File: config.mk
export PLATFORM = sky130hd
export DESIGN_NAME = drrc_top
export DESIGN_NICKNAME = d
export VERILOG_FILES = /design/src/hdl/drrc_pkg.sv /design/src/hdl/drrc_top.sv /design/src/hdl/drrc_ramp_timer.sv
export VERILOG_INCLUDE_DIRS = /design/src /design/src/hdl
export SDC_FILE = /design/constraint.sdc
export NUM_CORES = 1
export LEC_CHECK = 0
export BUFFER_PORTS_ARGS = -buffer_cell sky130_fd_sc_hd__clkbuf_2
export CAP_MARGIN = 20
export CELL_PAD_IN_SITES_DETAIL_PLACEMENT = 0
export CELL_PAD_IN_SITES_GLOBAL_PLACEMENT = 1
export CORE_MARGIN = 5
export CORE_UTILIZATION = 44
export DETAILED_ROUTE_END_ITERATION = 7
export GPL_TIMING_DRIVEN = 0
export PLACE_DENSITY = 0.78
export SLEW_MARGIN = 20
export SYNTH_ARGS = -nofsm -noshare
export SYNTH_HDL_FRONTEND = slang
export SYNTH_HIERARCHICAL = 1
export SYNTH_SLANG_ARGS = --single-unit
File: constraint.sdc
create_clock -name mclk -period 3.4 [get_ports mclk]
set_input_delay 0.34 -clock mclk [delete_from_list [all_inputs] [get_ports mclk]]
set_output_delay 0.34 -clock mclk [all_outputs]
set_load 0.01 [all_outputs]
File: src/hdl/drrc_params.svh
// offsets, field positions, reset values and timing counts of the row and ramp control bank
// assumes inclusion by drrc_top.sv and the ramp timer, not by drrc_pkg.sv; guarded against double inclusion
`ifndef DRRC_PARAMS_SVH
`define DRRC_PARAMS_SVH

// register indices; byte address is four times the index
`define DRRC_IDX_TOP        4'h5
`define DRRC_IDX_BOTTOM     4'h6
`define DRRC_IDX_DUTY       4'h7
`define DRRC_IDX_RAMP       4'h8
`define DRRC_IDX_CURRENT    4'h9
`define DRRC_IDX_DACMAX     4'ha
`define DRRC_IDX_BIAS       4'hb
`define DRRC_IDX_STATUS     4'hc

// reset values
`define DRRC_RST_TOP        8'h06
`define DRRC_RST_BOTTOM     8'h06
`define DRRC_RST_DUTY       8'h00
`define DRRC_RST_RAMP       8'h01
`define DRRC_RST_CURRENT    8'h44
`define DRRC_RST_DACMAX     8'h80
`define DRRC_RST_BIAS       8'h01

// field positions
`define DRRC_RAMP_MON_BIT   5
`define DRRC_RAMP_HIGH_BIT  3
`define DRRC_RAMP_FLY_BIT   2
`define DRRC_RAMP_DLY_HI    1
`define DRRC_RAMP_DLY_LO    0
`define DRRC_CUR_BUF_HI     7
`define DRRC_CUR_BUF_LO     4
`define DRRC_CUR_AMP_HI     3
`define DRRC_CUR_AMP_LO     0
`define DRRC_BIAS_PUMP_BIT  4
`define DRRC_BIAS_EXT_BIT   3
`define DRRC_BIAS_CODE_HI   2
`define DRRC_BIAS_CODE_LO   0

// ramp delay codes
`define DRRC_DLY_ADVANCE    2'b00
`define DRRC_DLY_NONE       2'b01
`define DRRC_DLY_LATE       2'b10

// panel geometry
`define DRRC_ROWS           11'd1024

// timing
`define DRRC_CLK_NS         4
`define DRRC_FLY_SHORT_NS   500
`define DRRC_FLY_LONG_NS    800
`define DRRC_FLY_SHORT_CYC  ((`DRRC_FLY_SHORT_NS + `DRRC_CLK_NS - 1) / `DRRC_CLK_NS)
`define DRRC_FLY_LONG_CYC   ((`DRRC_FLY_LONG_NS + `DRRC_CLK_NS - 1) / `DRRC_CLK_NS)

// bus answers
`define DRRC_RESP_OKAY      2'b00
`define DRRC_RESP_DECODE    2'b11

`endif

File: src/hdl/drrc_pkg.sv
// types shared by the row and ramp control bank and its ramp timer
// assumes drrc_params.svh is reachable on the include path
package drrc_pkg;

   typedef struct packed
   {
      logic       monitor_en;
      logic       force_high;
      logic       flyback_short;
      logic [1:0] delay_sel;
   } drrc_ramp_cfg_s;

   typedef struct packed
   {
      logic       flyback;
      logic       run;
      logic [7:0] dac_code;
   } drrc_ramp_out_s;

   typedef enum logic [1:0]
   {
      DRRC_IDLE    = 2'b00,
      DRRC_DELAY   = 2'b01,
      DRRC_FLYBACK = 2'b11,
      DRRC_RUN     = 2'b10
   } drrc_ramp_state_e;

endpackage

File: src/hdl/drrc_top.sv
// row window, row duty and ramp configuration bank with its row sequencing
// assumes frame_start, line_start, stereo_mode, frame_enabled, gamma_sample come from mclk-domain video logic
//
// Our own choice: the Avalon-MM interface to the registers.
`timescale 1ns/1ns
`include "drrc_params.svh"

// What this block does
// - duty field zero disables duty; otherwise rows lit twice the field in line periods
// - in stereo mode, duty control acts only on the frame not enabled for display
// - force-high bit set drives every ramp dac output to maximum; clear runs normally
// - flyback bit one selects 500 ns; zero selects the longer flyback time
// - two-bit ramp delay: 00 half clock early, 01 none, 10 half clock late
// - bias code 000 turns bias off; 001 to 111 raise current in equal steps
// - pump hold bit set suspends electrode pumping during gamma sampling; clear pumps normally
module drrc_top
   import drrc_pkg::*;
(
   input  wire logic        mclk,
   input  wire logic        rst_n,
   input  wire logic [5:0]  avs_address,
   input  wire logic        avs_read,
   input  wire logic        avs_write,
   input  wire logic [31:0] avs_writedata,
   input  wire logic [3:0]  avs_byteenable,
   output logic [31:0]      avs_readdata,
   output logic             avs_waitrequest,
   output logic [1:0]       avs_response,
   input  wire logic        frame_start,
   input  wire logic        line_start,
   input  wire logic        stereo_mode,
   input  wire logic        frame_enabled,
   input  wire logic        gamma_sample,
   output logic [10:0]      row_index,
   output logic             row_display,
   output logic             row_reset_strobe,
   output logic [10:0]      row_reset_index,
   output logic [7:0]       ramp_dac_code,
   output logic             ramp_flyback,
   output logic             ramp_run,
   output logic             ramp_dac_force_high,
   output logic             ramp_buffer_monitor_enable,
   output logic [1:0]       ramp_delay_select,
   output logic [3:0]       ramp_buffer_current_code,
   output logic [3:0]       ramp_amp_current_code,
   output logic             external_reference_enable,
   output logic [2:0]       bias_current_level,
   output logic             bias_current_on,
   output logic             common_electrode_pump_hold
);

   logic [7:0]     row_window_top;
   logic [7:0]     row_window_bottom;
   logic [7:0]     row_duty_control;
   logic [7:0]     ramp_control;
   logic [7:0]     ramp_current_control;
   logic [7:0]     ramp_dac_max_value;
   logic [7:0]     bias_current_control;
   logic [10:0]    row_count;
   logic [10:0]    cur_row;
   logic [10:0]    duty_span;
   logic [10:0]    next_reset_index;
   logic           duty_apply;
   logic [3:0]     bus_index;
   logic           bus_request;
   logic           write_fire;
   logic [31:0]    read_value;
   drrc_ramp_cfg_s ramp_cfg;
   drrc_ramp_out_s ramp_out;

   function automatic logic is_mapped(input logic [3:0] idx);
      is_mapped = (idx >= `DRRC_IDX_TOP) && (idx <= `DRRC_IDX_STATUS);
   endfunction

   function automatic logic in_window(input logic [10:0] row,
                                      input logic [7:0]  top,
                                      input logic [7:0]  bottom);
      in_window = (row >= {3'h0, top}) && (row <= `DRRC_ROWS - 11'd1 - {3'h0, bottom});
   endfunction

   function automatic logic wr_hit(input logic       fire,
                                   input logic [3:0] sel,
                                   input logic [3:0] idx);
      wr_hit = fire && (sel == idx);
   endfunction

   assign bus_index   = avs_address[5:2];
   assign bus_request = avs_read || avs_write;
   // write lands only on the edge where the master sees waitrequest low
   assign write_fire  = avs_write && !avs_waitrequest && avs_byteenable[0];

   // one wait state per access, then waitrequest drops for one cycle
   always_ff @(posedge mclk or negedge rst_n)
   begin
      if (!rst_n)
         avs_waitrequest <= 1'b1;
      else
         avs_waitrequest <= !(bus_request && avs_waitrequest);
   end

   always_comb
   begin
      read_value = 32'h0000_0000;
      unique case (bus_index)
         `DRRC_IDX_TOP     : read_value[7:0] = row_window_top;
         `DRRC_IDX_BOTTOM  : read_value[7:0] = row_window_bottom;
         `DRRC_IDX_DUTY    : read_value[7:0] = row_duty_control;
         `DRRC_IDX_RAMP    : read_value[7:0] = ramp_control;
         `DRRC_IDX_CURRENT : read_value[7:0] = ramp_current_control;
         `DRRC_IDX_DACMAX  : read_value[7:0] = ramp_dac_max_value;
         `DRRC_IDX_BIAS    : read_value[7:0] = bias_current_control;
         `DRRC_IDX_STATUS  : read_value[13:0] = {row_display, ramp_run, duty_apply, row_index};
         default           : read_value = 32'h0000_0000;
      endcase
   end

   always_ff @(posedge mclk or negedge rst_n)
   begin
      if (!rst_n)
         avs_readdata <= 32'h0000_0000;
      else if (bus_request && avs_waitrequest)
         avs_readdata <= avs_read ? read_value : 32'h0000_0000;
   end

   always_ff @(posedge mclk or negedge rst_n)
   begin
      if (!rst_n)
         avs_response <= `DRRC_RESP_OKAY;
      else if (bus_request && avs_waitrequest)
         avs_response <= is_mapped(bus_index) ? `DRRC_RESP_OKAY : `DRRC_RESP_DECODE;
   end

   // the config registers, written from byte lane 0
   always_ff @(posedge mclk or negedge rst_n)
   begin
      if (!rst_n)
         row_window_top <= `DRRC_RST_TOP;
      else if (wr_hit(write_fire, bus_index, `DRRC_IDX_TOP))
         row_window_top <= avs_writedata[7:0];
   end

   always_ff @(posedge mclk or negedge rst_n)
   begin
      if (!rst_n)
         row_window_bottom <= `DRRC_RST_BOTTOM;
      else if (wr_hit(write_fire, bus_index, `DRRC_IDX_BOTTOM))
         row_window_bottom <= avs_writedata[7:0];
   end

   always_ff @(posedge mclk or negedge rst_n)
   begin
      if (!rst_n)
         row_duty_control <= `DRRC_RST_DUTY;
      else if (wr_hit(write_fire, bus_index, `DRRC_IDX_DUTY))
         row_duty_control <= avs_writedata[7:0];
   end

   // reserved bits of ramp control are kept at zero
   always_ff @(posedge mclk or negedge rst_n)
   begin
      if (!rst_n)
         ramp_control <= `DRRC_RST_RAMP;
      else if (wr_hit(write_fire, bus_index, `DRRC_IDX_RAMP))
         ramp_control <= avs_writedata[7:0] & 8'h2f;
   end

   // current codes stored as written; 0000 is the host's to avoid
   always_ff @(posedge mclk or negedge rst_n)
   begin
      if (!rst_n)
         ramp_current_control <= `DRRC_RST_CURRENT;
      else if (wr_hit(write_fire, bus_index, `DRRC_IDX_CURRENT))
         ramp_current_control <= avs_writedata[7:0];
   end

   always_ff @(posedge mclk or negedge rst_n)
   begin
      if (!rst_n)
         ramp_dac_max_value <= `DRRC_RST_DACMAX;
      else if (wr_hit(write_fire, bus_index, `DRRC_IDX_DACMAX))
         ramp_dac_max_value <= avs_writedata[7:0];
   end

   always_ff @(posedge mclk or negedge rst_n)
   begin
      if (!rst_n)
         bias_current_control <= `DRRC_RST_BIAS;
      else if (wr_hit(write_fire, bus_index, `DRRC_IDX_BIAS))
         bias_current_control <= avs_writedata[7:0] & 8'h1f;
   end

   // row sequencing: frame_start also marks row zero's line
   assign cur_row   = frame_start ? 11'd0 : row_count;
   assign duty_span = {2'b00, row_duty_control, 1'b0};
   assign next_reset_index = (cur_row >= duty_span) ? cur_row - duty_span
                                                    : cur_row + `DRRC_ROWS - duty_span;

   always_ff @(posedge mclk or negedge rst_n)
   begin
      if (!rst_n)
         duty_apply <= 1'b1;
      else if (frame_start)
         duty_apply <= !stereo_mode || !frame_enabled;
   end

   always_ff @(posedge mclk or negedge rst_n)
   begin
      if (!rst_n)
         row_count <= 11'd0;
      else if (line_start || frame_start)
      begin
         // stops at the last row if extra lines arrive before a new frame
         if (cur_row != `DRRC_ROWS - 11'd1)
            row_count <= cur_row + 11'd1;
         else
            row_count <= cur_row;
      end
   end

   always_ff @(posedge mclk or negedge rst_n)
   begin
      if (!rst_n)
      begin
         row_index   <= 11'd0;
         row_display <= 1'b0;
      end
      else if (line_start || frame_start)
      begin
         row_index   <= cur_row;
         row_display <= in_window(cur_row, row_window_top, row_window_bottom);
      end
   end

   always_ff @(posedge mclk or negedge rst_n)
   begin
      if (!rst_n)
      begin
         row_reset_strobe <= 1'b0;
         row_reset_index  <= 11'd0;
      end
      else
      begin
         // a row lit since duty_span lines ago is turned off now
         row_reset_strobe <= (line_start || frame_start) && (row_duty_control != 8'h00) && duty_apply;
         if (line_start || frame_start)
            row_reset_index <= next_reset_index;
      end
   end

   // analog control levels, registered from the config bank; pump hold is also gated by gamma_sample
   always_ff @(posedge mclk or negedge rst_n)
   begin
      if (!rst_n)
         ramp_dac_force_high <= 1'b0;
      else
         ramp_dac_force_high <= ramp_control[`DRRC_RAMP_HIGH_BIT];
   end

   always_ff @(posedge mclk or negedge rst_n)
   begin
      if (!rst_n)
         ramp_buffer_monitor_enable <= 1'b0;
      else
         ramp_buffer_monitor_enable <= ramp_control[`DRRC_RAMP_MON_BIT];
   end

   always_ff @(posedge mclk or negedge rst_n)
   begin
      if (!rst_n)
         ramp_delay_select <= `DRRC_DLY_NONE;
      else
         ramp_delay_select <= ramp_control[`DRRC_RAMP_DLY_HI:`DRRC_RAMP_DLY_LO];
   end

   always_ff @(posedge mclk or negedge rst_n)
   begin
      if (!rst_n)
         ramp_buffer_current_code <= 4'h4;
      else
         ramp_buffer_current_code <= ramp_current_control[`DRRC_CUR_BUF_HI:`DRRC_CUR_BUF_LO];
   end

   always_ff @(posedge mclk or negedge rst_n)
   begin
      if (!rst_n)
         ramp_amp_current_code <= 4'h4;
      else
         ramp_amp_current_code <= ramp_current_control[`DRRC_CUR_AMP_HI:`DRRC_CUR_AMP_LO];
   end

   always_ff @(posedge mclk or negedge rst_n)
   begin
      if (!rst_n)
         external_reference_enable <= 1'b0;
      else
         external_reference_enable <= bias_current_control[`DRRC_BIAS_EXT_BIT];
   end

   // level code steps the bias in equal increments; zero is off
   always_ff @(posedge mclk or negedge rst_n)
   begin
      if (!rst_n)
         bias_current_level <= 3'h1;
      else
         bias_current_level <= bias_current_control[`DRRC_BIAS_CODE_HI:`DRRC_BIAS_CODE_LO];
   end

   always_ff @(posedge mclk or negedge rst_n)
   begin
      if (!rst_n)
         bias_current_on <= 1'b1;
      else
         bias_current_on <= bias_current_control[`DRRC_BIAS_CODE_HI:`DRRC_BIAS_CODE_LO] != 3'h0;
   end

   // hold lags gamma_sample by one cycle
   always_ff @(posedge mclk or negedge rst_n)
   begin
      if (!rst_n)
         common_electrode_pump_hold <= 1'b0;
      else
         common_electrode_pump_hold <= bias_current_control[`DRRC_BIAS_PUMP_BIT] && gamma_sample;
   end

   assign ramp_cfg.monitor_en    = ramp_control[`DRRC_RAMP_MON_BIT];
   assign ramp_cfg.force_high    = ramp_control[`DRRC_RAMP_HIGH_BIT];
   assign ramp_cfg.flyback_short = ramp_control[`DRRC_RAMP_FLY_BIT];
   assign ramp_cfg.delay_sel     = ramp_control[`DRRC_RAMP_DLY_HI:`DRRC_RAMP_DLY_LO];

   drrc_ramp_timer u_ramp_timer
   (
      .mclk       (mclk),
      .rst_n      (rst_n),
      .line_start (line_start || frame_start),
      .cfg        (ramp_cfg),
      .dac_max    (ramp_dac_max_value),
      .ramp       (ramp_out)
   );

   assign ramp_dac_code = ramp_out.dac_code;
   assign ramp_flyback  = ramp_out.flyback;
   assign ramp_run      = ramp_out.run;

endmodule

File: src/hdl/drrc_ramp_timer.sv
// ramp timer: per-line delay, flyback window and rising dac code
// assumes line_start is a one-cycle pulse on mclk; one mclk is half a pixel clock
`timescale 1ns/1ns
`include "drrc_params.svh"

module drrc_ramp_timer
   import drrc_pkg::*;
(
   input  wire logic           mclk,
   input  wire logic           rst_n,
   input  wire logic           line_start,
   input  wire drrc_ramp_cfg_s cfg,
   input  wire logic [7:0]     dac_max,
   output drrc_ramp_out_s      ramp
);

   drrc_ramp_state_e state;
   logic [7:0]       count;
   logic [7:0]       ramp_code;
   logic [1:0]       wait_cycles;
   logic [7:0]       fly_cycles;

   always_comb
   begin
      unique case (cfg.delay_sel)
         `DRRC_DLY_ADVANCE : wait_cycles = 2'd0;
         `DRRC_DLY_LATE    : wait_cycles = 2'd2;
         default           : wait_cycles = 2'd1;
      endcase
   end

   assign fly_cycles = cfg.flyback_short ? 8'(`DRRC_FLY_SHORT_CYC - 1) : 8'(`DRRC_FLY_LONG_CYC - 1);

   always_ff @(posedge mclk or negedge rst_n)
   begin
      if (!rst_n)
      begin
         state     <= DRRC_IDLE;
         count     <= 8'h00;
         ramp_code <= 8'h00;
      end
      else if (line_start)
      begin
         ramp_code <= 8'h00;
         if (wait_cycles == 2'd0)
         begin
            state <= DRRC_FLYBACK;
            count <= fly_cycles;
         end
         else
         begin
            state <= DRRC_DELAY;
            count <= {6'h00, wait_cycles - 2'd1};
         end
      end
      else
      begin
         unique case (state)
            DRRC_IDLE    : count <= 8'h00;
            DRRC_DELAY   :
            begin
               count <= (count == 8'h00) ? fly_cycles : count - 8'h01;
               if (count == 8'h00)
                  state <= DRRC_FLYBACK;
            end
            DRRC_FLYBACK :
            begin
               count <= count - 8'h01;
               if (count == 8'h00)
                  state <= DRRC_RUN;
            end
            DRRC_RUN     :
            begin
               if (ramp_code < dac_max)
                  ramp_code <= ramp_code + 8'h01;
            end
         endcase
      end
   end

   // outputs registered so the dac sees no decode glitches
   always_ff @(posedge mclk or negedge rst_n)
   begin
      if (!rst_n)
         ramp <= '0;
      else
      begin
         ramp.flyback  <= (state == DRRC_FLYBACK);
         ramp.run      <= (state == DRRC_RUN);
         ramp.dac_code <= cfg.force_high ? 8'hff : ramp_code;
      end
   end

endmodule

Yosys cells after proc, flatten, opt, wreduce, memory -nomap -nowiden
Cells that the tools add are included.

storage, ports and cells
  flip-flop bits (word level) = 167
  input bits = 51
  output and inout bits = 87
  logic and storage cells = 116

operators by class
  add/subtract/negate cells = 8
  magnitude comparators = 6
  eq/ne operators = 15
  mux-type cells = 22
  reductions and logical operators = 34

operators with widths
  cell                    count
  $mux 8                  8
  $pmux 8 s8              1
  $mux 11                 3
  $pmux 8 s3              1
  $sub 11x9->11           2
  $eq 4x4->1 const B      5
  $logic_and 1x1->1       15
  $mux 14                 1
  $eq 4x3->1 const B      3
  $add 11x1->11 const B   1
  $add 11x11->11 const B  1
  $ge 11x8->1             1
  $ge 11x9->1             1
  $le 11x11->1            1
  $ne 11x10->1 const B    1
  $sub 10x8->11 const A   1
  $mux 2                  5
  $add 8x1->8 const B     1
  $logic_not 8->1         1
  $lt 8x8->1              1
  $pmux 2 s2              2
  $reduce_bool 8->1       1
  $sub 8x1->8 const B     1
  $eq 2x2->1 const B      3
  other kinds (14)        24

Depth between registers and ports, before layout
Gate-level depths: netlist (run 1).

  depth after elaboration = 5
  depth in mapped cells = 14
  gate-level depth less buffers = 10

Cells and area by module
Netlist (run 1), hierarchy kept.

modules (own cells, without submodules)
  module           times used  cells each  area an instance (um2)  sequential area each (um2)
  drrc_top         1           673         6894.1                  2997.9
  drrc_ramp_timer  1           160         1560.2                  700.7

Least setup slack after synthesis (run 1)
OpenSTA, ideal clock, no wires.

  path kind = input to register
  start = in frame_start
  end = reg row_reset_index[10]
  setup time = 0.094 ns
  arrival time = 2.808 ns
  data required time = 3.306 ns
  slack = 0.498 ns
  cell stages on the path = 12
  path buffers = 4
  cell sequence = buf_6 buf_6 clkbuf_1 clkbuf_1 nor2b_1 ha_1 ha_1 a21o_1 a2111oi_0 nor2_1 xnor2_1 a211oi_1

on the way
  longest elaborated chain between the ends = 4
  elaborated cells between the ends (all ways) = 7
  those cells by class = add/sub (3); order compare (1); mux (2); reduce/logical (1)

ends and longest elaborated chain
  what                      RTL line         source
  start: declaration        drrc_top.sv:29   input wire logic frame_start,
  $mux 11 (*)               drrc_top.sv:193  assign cur_row = frame_start ? 11'd0 : row_count;
  via cur_row[7]            drrc_top.sv:60   logic [10:0] cur_row;
  $add 11x11->11 (no line)  --
  $sub 11x9->11             drrc_top.sv:196  : cur_row + `DRRC_ROWS - duty_span;
  $mux 11 (*)               drrc_top.sv:195  assign next_reset_index = (cur_row >= duty_span) ? cur_row - duty_span
  end signal: assignment    drrc_top.sv:246  row_reset_index <= next_reset_index;
  end: declaration          drrc_top.sv:37   output logic [10:0] row_reset_index,

Mark *: on every way through the listed nets, which the timed path passes. The rest lies on a longest branch.
A chain may end at the register's enable or synchronous reset.

Worst setup path in the final report (run 1)
  start = in frame_start
  end = reg row_reset_index[6]

on the way
  elaborated cells between the ends (all ways) = 7
  those cells by class = add/sub (3); order compare (1); mux (2); reduce/logical (1)

RTL lines
  what            RTL line
  $mux 11         drrc_top.sv:193
  via cur_row[7]  drrc_top.sv:60
  $ge 11x9->1     drrc_top.sv:195
  $mux 11         drrc_top.sv:195

The timed path passes the listed nets, and every way through them passes these cells.

==> results of run 1 <==
[cells in the mapped netlist (4+ instances only)]
| cell | instances | area [um^2] |
|---|---|---|
| a211oi_1 | 6 | 45.0 |
| a21o_1 | 7 | 52.6 |
| a21oi_1 | 43 | 215 |
| a221oi_1 | 5 | 43.8 |
| a22o_1 | 11 | 96.3 |
| a22oi_1 | 10 | 75.1 |
| a31oi_1 | 13 | 81.3 |
| and2_1 | 4 | 25.0 |
| and3_1 | 8 | 50.1 |
| buf_2 | 6 | 30.0 |
| buf_4 | 22 | 165 |
| buf_6 | 4 | 45.0 |
| clkbuf_1 | 19 | 71.3 |
| dfrtp_1 | 131 | 3280 |
| dfstp_2 | 16 | 420 |
| ha_1 | 36 | 450 |
| inv_1 | 39 | 146 |
| mux2_2 | 45 | 507 |
| mux2i_1 | 21 | 210 |
| nand2_1 | 53 | 199 |
| nand2b_1 | 12 | 75.1 |
| nand3_1 | 18 | 90.1 |
| nand4_1 | 11 | 68.8 |
| nor2_1 | 70 | 263 |
| nor2b_1 | 22 | 138 |
| nor3_1 | 12 | 60.1 |
| nor3b_1 | 5 | 37.5 |
| o211ai_1 | 4 | 30.0 |
| o21a_1 | 5 | 37.5 |
| o21ai_0 | 37 | 185 |
| o21ai_1 | 6 | 30.0 |
| o22ai_1 | 5 | 31.3 |
| or2_2 | 10 | 62.6 |
| xnor2_1 | 23 | 201 |
| xor2_1 | 10 | 87.6 |
[layer usage]
layer / GRT usage, % / vias up
met5: 0 / -
met1: 29.0 / 3324
li1: - / 3215
met2: 36.3 / 175
met3: 3.53 / 21
met4: 4.71 / 0
[power groups by stage]
stage / combinational (mW) / clock (mW) / sequential [mW]
2_1_floorplan: 0.732 / 0 / 2.21
3_3_place_gp: 1.13 / 0 / 2.22
3_5_place_dp: 1.14 / 0 / 2.22
4_1_cts: 1.15 / 1.95 / 2.20
5_1_grt: 1.28 / 2.02 / 2.22
6_report: 1.14 / 1.89 / 2.20
[flip-flops by register name (all words and copies together), names as in the netlist, 5 cells and up]
| register | flops |
|---|---|
| row_index | 10 |
| row_window_bottom | 8 |
| u_ramp_timer/ramp | 10 |
| ramp_dac_max_value | 8 |
| avs_readdata | 14 |
| row_window_top | 8 |
| row_reset_index | 11 |
| ramp_current_control | 8 |
| u_ramp_timer/ramp_code | 8 |
| row_count | 11 |
| u_ramp_timer/count | 8 |
| ramp_control | 5 |
| bias_current_control | 5 |
| row_duty_control | 8 |
[final cells by class]
cell class,instances,share of cell area (%)
clock buffer,18,4.42
inverter,40,1.51
timing repair buffer,91,4.95
clock inverter,14,1.59
tap,260,3.27
sequential,147,37.2
multi-input combinational,609,43.8
buffer,54,3.26
[repair_timing]
item,4_1_cts,5_1_grt
hold endpoints to repair,54,0
hold buffers,1,0
endpoints found under the setup margin,0,9
resized for setup,0,3
[logic make-up (layout without fill, tap and decap cells)]
| logic type | count (synthesis) | after routing | share of synthesized area (%) |
|---|---|---|---|
| muxes | 68 | 68 | 8.75 |
| xor gates and xnor gates | 36 | 36 | 4.00 |
| buffers and inverters | 94 | 217 | 5.59 |
| adders and majority gates | 41 | 41 | 6.27 |
| AOI/OAI and AO/OA | 196 | 196 | 16.4 |
| other | 1 | 18 | 0.0444 |
| and+or+nand+nor | 250 | 250 | 15.2 |
| DFF | 147 | 147 | 43.7 |
[worst max path at each step]
stage                                            endpoint  slack (ns)  cells after the start
detailed placement         row_reset_index[6]$_DFFE_PN0N_       -0.34                     14
global route               row_reset_index[6]$_DFFE_PN0N_       0.007                     14
floorplan                 row_reset_index[10]$_DFFE_PN0N_        0.50                     12
global placement    u_ramp_timer/ramp_code[5]$_DFFE_PN0P_       -0.60                      1
finish                     row_reset_index[6]$_DFFE_PN0N_        0.23                     14
CTS                        row_reset_index[6]$_DFFE_PN0N_        0.07                     14
[cells in the final DEF, fill, tap and decap left out, types with 21 or more instances in the layout]
master and instances:
dfrtp_1 131, clkbuf_2 89, nor2_1 70, nand2_1 53
mux2_2 45, a21oi_1 43, inv_1 39, o21ai_0 37
ha_1 36, xnor2_1 23, buf_4 22, nor2b_1 21
mux2i_1 21
==> results.cfg, run 1 <==
[outcome]
outcome = finished, final reports clean

[placement]
io_buffers = 89
placed_area_um2 = 9330
post-dp-hpwl_mm = 17.1
dp.cells = 1200
post-place-ws_ns = -0.345
gp_congestion = 0.920

[critical_path]
cp.arrival_ns = 3.48
worstSetupPathType = primary input to flop
critical-path-max-stage-delay_ns = 0.47
r2r_cells = 12
path_cells = clkbuf_2 > buf_6 > buf_6 > clkbuf_1 > clkbuf_2 > nor2b_1 > ha_1 > nand4_1 > nor3_1 > o2111ai_1 > nand2_1 > a21oi_4 > and2_4 > a221o_1
slowest_stage = ha_1
r2r_start = row_count[4]$_DFFE_PN0N_
cp-end-kind = flop
r2r-end = row_reset_index[10]$_DFFE_PN0N_
crit_path_start = frame_start
critPathTopFamily = buffers and inverters
critPathRequiredTime_ns = 3.71
critPathBufInv = 5
crit_path_start_kind = primary input
critPathMaxFanout = 10
reg2reg_slack_ns = 0.35

[sta]
fmax_mhz = 316
rsz0062_at_grt = false
final-hold-violation-count = 0
slew_headroom_pct = 38.5
setup_tns_ns = 0
post-route-period-util_pct = 93.1
worst_pin_slew_ns = 0.919
min_period_ns = 3.17
fin_worst_skew_ns = 0.00810
worst_hold_slack_ns = 0.0736
fin_ws_ns = 0.233
setup_violations = 0
drv_slew = 0

[synthesis]
syn_area_um2 = 8450
synth_area_per_cell_um2 = 10.1
synth_edf_count = 0
yosysUniqueCellTypes = 87
yosysWarnings = 6
ys.flop_type = dfrtp_1
synthCells = 833
ys_seq_area_share_pct = 43.7
async_reset_ff_share_pct = 100
synth-seq-cells = 147

[route]
routed_wl_mm = 23.0
drc = 0
postRouteAntennaNets = 0
met2WireLength_mm = 11.5
first_pass_iters = 5
drt_iter0_markers = 400
vias = 6735
vias_per_cell = 5.46
wl_met3_mm = 1.06
drt-met1-wl_mm = 10.2
highest_layer = met4
drt-wirelength-per-cell_um = 18.6

[die]
rows = 50
core_um2 = 18800
dieWidth_um = 149
dieHeight_um = 149
initial_utilization_pct = 44.9
io_pins = 138
dieArea_um2 = 22100

[run]
maxCapViolations = 0

[pwr]
p_leak_nw = 4.74
switching_power_mw = 1.68
switching_share_pct = 32.1
share_comb_of_total_power_pct = 21.8
power.internal_mw = 3.55
vdd_ir_drop_max_v = 0.000417
p_total_mw = 5.23
cellPowerDensity_nw_per_um2 = 526
seqPwrFrac_pct = 42.0
clockPowerShare_pct = 36.2

[clocking]
clk_latency_ns = 0.43
numCtsBuffers = 17
clockBufferDepth = 2
cts-root-buf = clkbuf_16
clk_pin_slew_worst_paths_ns = 0.07
cts_tree = yes
cts_htree_levels = 4
cts_setup_buffers = 0
cts.sink_count = 147

[final_layout]
seqCellArea_um2 = 3700
syn_to_final_growth_pct = 17.5
final_util_pct = 52.8
fin_nets = 1050
layoutNonFillerInstCount = 1233
nFillCells = 1776
diodes = 0
multi_input_area_um2 = 4350
finalInstanceArea_um2 = 9940
drive_above_1_share_pct = 25.7

[grt]
grt_pass1_vias = 6616
antenna_found_initial = 0
grt_max_degree = 90
grt_first_pass_wirelength_mm = 37.3
grtUsageTotal_pct = 21.4
overflow = 0

[min_path]
holdCritPathClass = primary input to flop
holdPathStages = 2
holdCritStartpoint = stereo_mode
hold_end = duty_apply$_DFFE_PN1P_
(Power assumes the default switching activity.)
==> inputs of run 2 (changes only) <==
--- a/config.mk
+++ b/config.mk
@@ -11,10 +11,10 @@
 export CELL_PAD_IN_SITES_DETAIL_PLACEMENT = 0
 export CELL_PAD_IN_SITES_GLOBAL_PLACEMENT = 1
 export CORE_MARGIN = 5
-export CORE_UTILIZATION = 44
+export CORE_UTILIZATION = 48
 export DETAILED_ROUTE_END_ITERATION = 7
 export GPL_TIMING_DRIVEN = 0
-export PLACE_DENSITY = 0.78
+export PLACE_DENSITY = 0.84
 export SLEW_MARGIN = 20
 export SYNTH_ARGS = -nofsm -noshare
 export SYNTH_HDL_FRONTEND = slang
==> constraint.sdc (replaced) <==
create_clock -name mclk -period 3.8 [get_ports mclk]
set_input_delay 0.38 -clock mclk [delete_from_list [all_inputs] [get_ports mclk]]
set_output_delay 0.38 -clock mclk [all_outputs]
set_load 0.01 [all_outputs]
==> run 2 against run 1 <==
Net effect: critical path depth did not move; cell count fell by 2.8%; worst setup slack improved by 0.26 ns; largest power group unchanged; via count fell by 0.83%; clock power fell by 11%; combinational power fell by 11%; worst hold slack improved by 0.045 ns; global-route usage rose by 1.4 points; critical path type unchanged; clock-buffer cell count rose by 1; sequential power fell by 11%; wire length fell by 1.6%.
==> results.cfg, run 2 (synthesis results as in run 1) <==
[critical_path]
critical-path-max-stage-delay_ns = 0.49
cp.arrival_ns = 3.61
crit_end = row_reset_index[6]$_DFFE_PN0N_
critPathMaxFanout = 10
slowest_stage = ha_1
cp-end-kind = flop
crit_cells = 14
critPathTopFamily = buffers and inverters
crit_path_start_kind = primary input
r2r_start = row_count[4]$_DFFE_PN0N_
crit_path_start = frame_start
critPathRequiredTime_ns = 4.11
critPathBufInv = 5
path_cells = clkbuf_2 > buf_6 > buf_6 > clkbuf_1 > clkbuf_1 > nor2b_1 > ha_1 > nand4_1 > nor3_1 > o2111ai_1 > nand2_1 > a21oi_4 > and2_4 > a221o_1
r2r-end = row_reset_index[10]$_DFFE_PN0N_
reg2reg_slack_ns = 0.61
r2r_cells = 12
worstSetupPathType = primary input to flop

[pwr]
vdd_ir_drop_max_v = 0.000349
p_leak_nw = 4.73
cellPowerDensity_nw_per_um2 = 473

[sta]
fin_worst_skew_ns = 0.00743
setup_tns_ns = 0
worst_hold_slack_ns = 0.119
min_period_ns = 3.30
worst_pin_slew_ns = 1.01
setup_violations = 0
final-hold-violation-count = 0
drv_slew = 0
fin_ws_ns = 0.498
fmax_mhz = 303
post-route-period-util_pct = 86.9
slew_headroom_pct = 32.6
rsz0062_at_grt = false

[route]
drt-wirelength-per-cell_um = 18.9
routed_wl_mm = 22.6
vias_per_cell = 5.58
drt_iter0_markers = 485
first_pass_iters = 5
vias = 6679
drc = 0
postRouteAntennaNets = 0

[final_layout]
regMostFlops = avs_readdata
seqCellArea_um2 = 3700
diodes = 0
finalInstanceArea_um2 = 9880
mostFrequentLayoutCells = 131 x dfrtp_1, 88 x clkbuf_2, 70 x nor2_1
syn_to_final_growth_pct = 16.9
fin_nets = 1050
layout_commonest_cell = dfrtp_1
multi_input_area_um2 = 4350
largest_reg_flops = 14
reg_top3 = avs_readdata x14, row_count x11, row_reset_index x11
layoutNonFillerInstCount = 1198
drive_above_1_share_pct = 25.4
nFillCells = 1571

[placement]
io_buffers = 89
post-place-ws_ns = 0.0459
dp.cells = 1165
placed_area_um2 = 9280
gp_congestion = 0.929
post-dp-hpwl_mm = 16.9

[grt]
grt_pass1_vias = 6647
grt_first_pass_wirelength_mm = 36.3
antenna_found_initial = 1
grtUsageTotal_pct = 22.8
grt_max_degree = 77
overflow = 0

[clocking]
cts.sink_count = 147
clk_pin_slew_worst_paths_ns = 0.06
cts_htree_levels = 4
cts_tree = yes
cts_setup_buffers = 0
numCtsBuffers = 17
cts-root-buf = clkbuf_16
clockBufferDepth = 2
clk_latency_ns = 0.43

[min_path]
holdCritPathClass = primary input to flop
holdCritStartpoint = frame_enabled

[run]
maxCapViolations = 0

[die]
initial_utilization_pct = 48.9
dieHeight_um = 143
dieWidth_um = 143
io_pins = 138
dieArea_um2 = 20400
rows = 48
core_um2 = 17300

[outcome]
outcome = finished, final reports clean
[run 2: area by class of cell]
class	count	area share, %
plain buffers	54	3.27
clock inverters	13	1.49
flip-flops and latches	147	37.4
multi-input cells	609	44.0
inverters	40	1.52
clock buffers	19	4.48
repair buffers	91	4.98
well taps	225	2.85
[run 2: stage by stage]
| step | util (%) | power, mW |
|---|---|---|
| floorplan | - | 2.63 |
| global placement | 53.5 | 2.99 |
| detailed placement | 53.7 | 3.01 |
| CTS | 57.1 | 4.72 |
| global route | 57.1 | 4.91 |
| finish | 57.1 | 4.68 |
[run 2: how the worst min path moves through the flow]
stage / slack [ns] / depth (start not counted) / endpoint
floorplan: 0.08 / 0 / avs_readdata[0]$_DFFE_PN0P_
global placement: 0.37 / 0 / ramp_buffer_current_code[2]$_DFF_PN1_
detailed placement: 0.38 / 0 / ramp_buffer_current_code[2]$_DFF_PN1_
CTS: 0.11 / 2 / duty_apply$_DFFE_PN1P_
global route: 0.12 / 2 / duty_apply$_DFFE_PN1P_
finish: 0.12 / 2 / duty_apply$_DFFE_PN1P_
[run 2: power by group]
part	switching, mW	internal, mW	total (mW)	leakage, nW
Combinational	0.577	0.444	1.02	2.57
Sequential	0.179	1.78	1.96	1.88
Clock	0.700	0.994	1.69	0.282
Total	1.46	3.22	4.68	4.73
[run 2: per-layer routing]
metal  vias to the layer above  global-route usage (%)  routed length, um
li1                       3199                       -                  -
met1                      3268                    30.1               9860
met2                       171                    37.8              11100
met3                        39                    5.09               1090
met4                         2                    6.65                495
met5                         -                       0                 13
[run 2: timing repair]
item,4_1_cts,5_1_grt
hold endpoints to repair,22,0
hold buffers,1,0
gates resized for setup,0,0
==> inputs of run 3 (changes only) <==
--- a/config.mk
+++ b/config.mk
@@ -6,13 +6,14 @@
 export SDC_FILE = /design/constraint.sdc
 export NUM_CORES = 1
 export LEC_CHECK = 0
-export BUFFER_PORTS_ARGS = -buffer_cell sky130_fd_sc_hd__clkbuf_2
 export CAP_MARGIN = 20
 export CELL_PAD_IN_SITES_DETAIL_PLACEMENT = 0
 export CELL_PAD_IN_SITES_GLOBAL_PLACEMENT = 1
 export CORE_MARGIN = 5
-export CORE_UTILIZATION = 48
+export CORE_UTILIZATION = 54
+export CTS_CLUSTER_DIAMETER = 40
 export DETAILED_ROUTE_END_ITERATION = 7
+export DONT_BUFFER_PORTS = 1
 export GPL_TIMING_DRIVEN = 0
 export PLACE_DENSITY = 0.84
 export SLEW_MARGIN = 20
==> run 3 against run 2 <==
Net effect: via count down 2.5%; wire length up 1.0%; total power up 0.75%; worst setup slack worse by 0.059 ns; critical endpoint is now row_reset_index[10]$_DFFE_PN0N_; cell count down 8.4%; sequential share of layout area up 1.6 points; clock power up 8%; flip-flop and latch count unchanged.
==> results.cfg, run 3 (synthesis results as in run 1) <==
[final_layout]
mostFrequentLayoutCells = 131 x dfrtp_1, 70 x nor2_1, 53 x nand2_1
reg_top3 = avs_readdata x14, row_count x11, row_reset_index x11
diodes = 0
drive_above_1_share_pct = 17.7
largest_reg_flops = 14
syn_to_final_growth_pct = 12.1
regMostFlops = avs_readdata
layout_commonest_cell = dfrtp_1
fin_nets = 963
finalInstanceArea_um2 = 9470

[die]
core_um2 = 15300
io_pins = 138
dieHeight_um = 135
initial_utilization_pct = 55.4
rows = 45
dieArea_um2 = 18300
dieWidth_um = 135

[placement]
post-dp-hpwl_mm = 16.6
io_buffers = 0
gp_congestion = 0.952
post-place-ws_ns = 0.151
placed_area_um2 = 8780

[route]
vias = 6513
drt-wirelength-per-cell_um = 20.8
drc = 0
postRouteAntennaNets = 0
routed_wl_mm = 22.8
vias_per_cell = 5.94
drt_iter0_markers = 519
first_pass_iters = 5

[sta]
post-route-period-util_pct = 88.4
rsz0062_at_grt = false
fmax_mhz = 298
drv_slew = 0
slew_headroom_pct = 40.5
fin_ws_ns = 0.439
setup_violations = 0
setup_tns_ns = 0
fin_worst_skew_ns = 0.00959
worst_pin_slew_ns = 0.889
final-hold-violation-count = 0
worst_hold_slack_ns = 0.0699
min_period_ns = 3.36

[clocking]
cts_tree = yes
clk_pin_slew_worst_paths_ns = 0.06
cts_htree_levels = 4
cts_resized = 0
numCtsBuffers = 17
cts.sink_count = 147
postCtsHoldBufs = 2
clockBufferDepth = 2
cts_setup_buffers = 0
cts-root-buf = clkbuf_16
clk_latency_ns = 0.43

[critical_path]
crit_path_start = row_count[4]$_DFFE_PN0N_
reg2reg_slack_ns = 0.44
critical-path-max-stage-delay_ns = 0.54
slowest_stage = a2111oi_0
critPathRequiredTime_ns = 4.14
r2r_start = row_count[4]$_DFFE_PN0N_
cp-end-kind = flop
crit_path_start_kind = flop
cp.arrival_ns = 3.70
critPathMaxFanout = 10
crit_end = row_reset_index[10]$_DFFE_PN0N_
crit_top_cell = xnor2_1
worstSetupPathType = flop to flop
r2r-end = row_reset_index[10]$_DFFE_PN0N_
r2r_cells = 12
path_cells = buf_2 > nor2b_1 > xnor2_1 > ha_1 > clkbuf_1 > o21a_1 > o211ai_1 > a21oi_1 > a2111oi_0 > nor2_1 > xnor2_1 > a211oi_1

[grt]
grt_max_degree = 148
grtUsageTotal_pct = 25.4
grt_pass1_vias = 6530
overflow = 0
grt_first_pass_wirelength_mm = 36.1
antenna_found_initial = 0

[run]
maxCapViolations = 0

[min_path]
holdCritPathClass = primary input to flop

[outcome]
outcome = finished, final reports clean

[pwr]
cellPowerDensity_nw_per_um2 = 497
p_leak_nw = 4.36
vdd_ir_drop_max_v = 0.000431
## run 3: where the power goes
part           leakage [nW]  switching, mW  internal [mW]  total (mW)
clock                 0.300          0.678           1.14        1.82
sequential             1.88          0.246           1.78        2.03
combinational          2.18          0.489          0.376       0.864
total                  4.36           1.41           3.30        4.71
## run 3: area by class of cell
class,instances,area (um^2)
timing repair buffer,4,57.6
multi-input combinational,609,4350
sequential,147,3700
buffer,54,323
fill,1286,5780
clock inverter,11,174
clock buffer,21,460
inverter,40,150
tap,211,264
## run 3: critical path, delay by kind of cell (launching register included)
| kind | cells | cell delay (ns) |
|---|---|---|
| fa+ha+maj | 1 | 0.23 |
| buf+inv | 2 | 0.43 |
| xor+xnor | 2 | 0.35 |
| flops | 1 | 0.40 |
| simple gates | 2 | 0.62 |
| compound gates | 5 | 1.25 |
## run 3: through the flow
| step | power [mW] | instances | utilization, % |
|---|---|---|---|
| final | 4.71 | 1097 | 62.1 |
| after global routing | 4.93 | 1097 | 62.1 |
| after CTS | 4.73 | 1095 | 62.0 |
| after detailed placement | 2.87 | 1061 | 57.6 |
| after global placement | 2.84 | 1061 | 57.6 |
| after floorplan | 2.63 | 850 | - |
## run 3: how the worst min path moves through the flow
stage                           from                         endpoint  slack, ns  cells past startpoint
global route        avs_writedata[5]  row_duty_control[5]$_DFFE_PN0P_       0.06                      2
CTS                    frame_enabled           duty_apply$_DFFE_PN1P_      0.003                      1
global placement               rst_n   row_reset_index[8]$_DFFE_PN0N_       0.09                      0
detailed placement             rst_n   row_reset_index[8]$_DFFE_PN0N_       0.09                      0
floorplan                      rst_n      avs_readdata[0]$_DFFE_PN0P_       0.08                      0
finish              avs_writedata[5]  row_duty_control[5]$_DFFE_PN0P_       0.07                      2
## run 3: routing by layer
metal  track usage [%]  part of all wire, %  up-vias
met3              6.67                  6.8       38
met4              9.13                  2.3        0
li1                  -                    -     3024
met5                 0                    0        -
met2              41.3                   49      226
met1              32.9                   42     3225
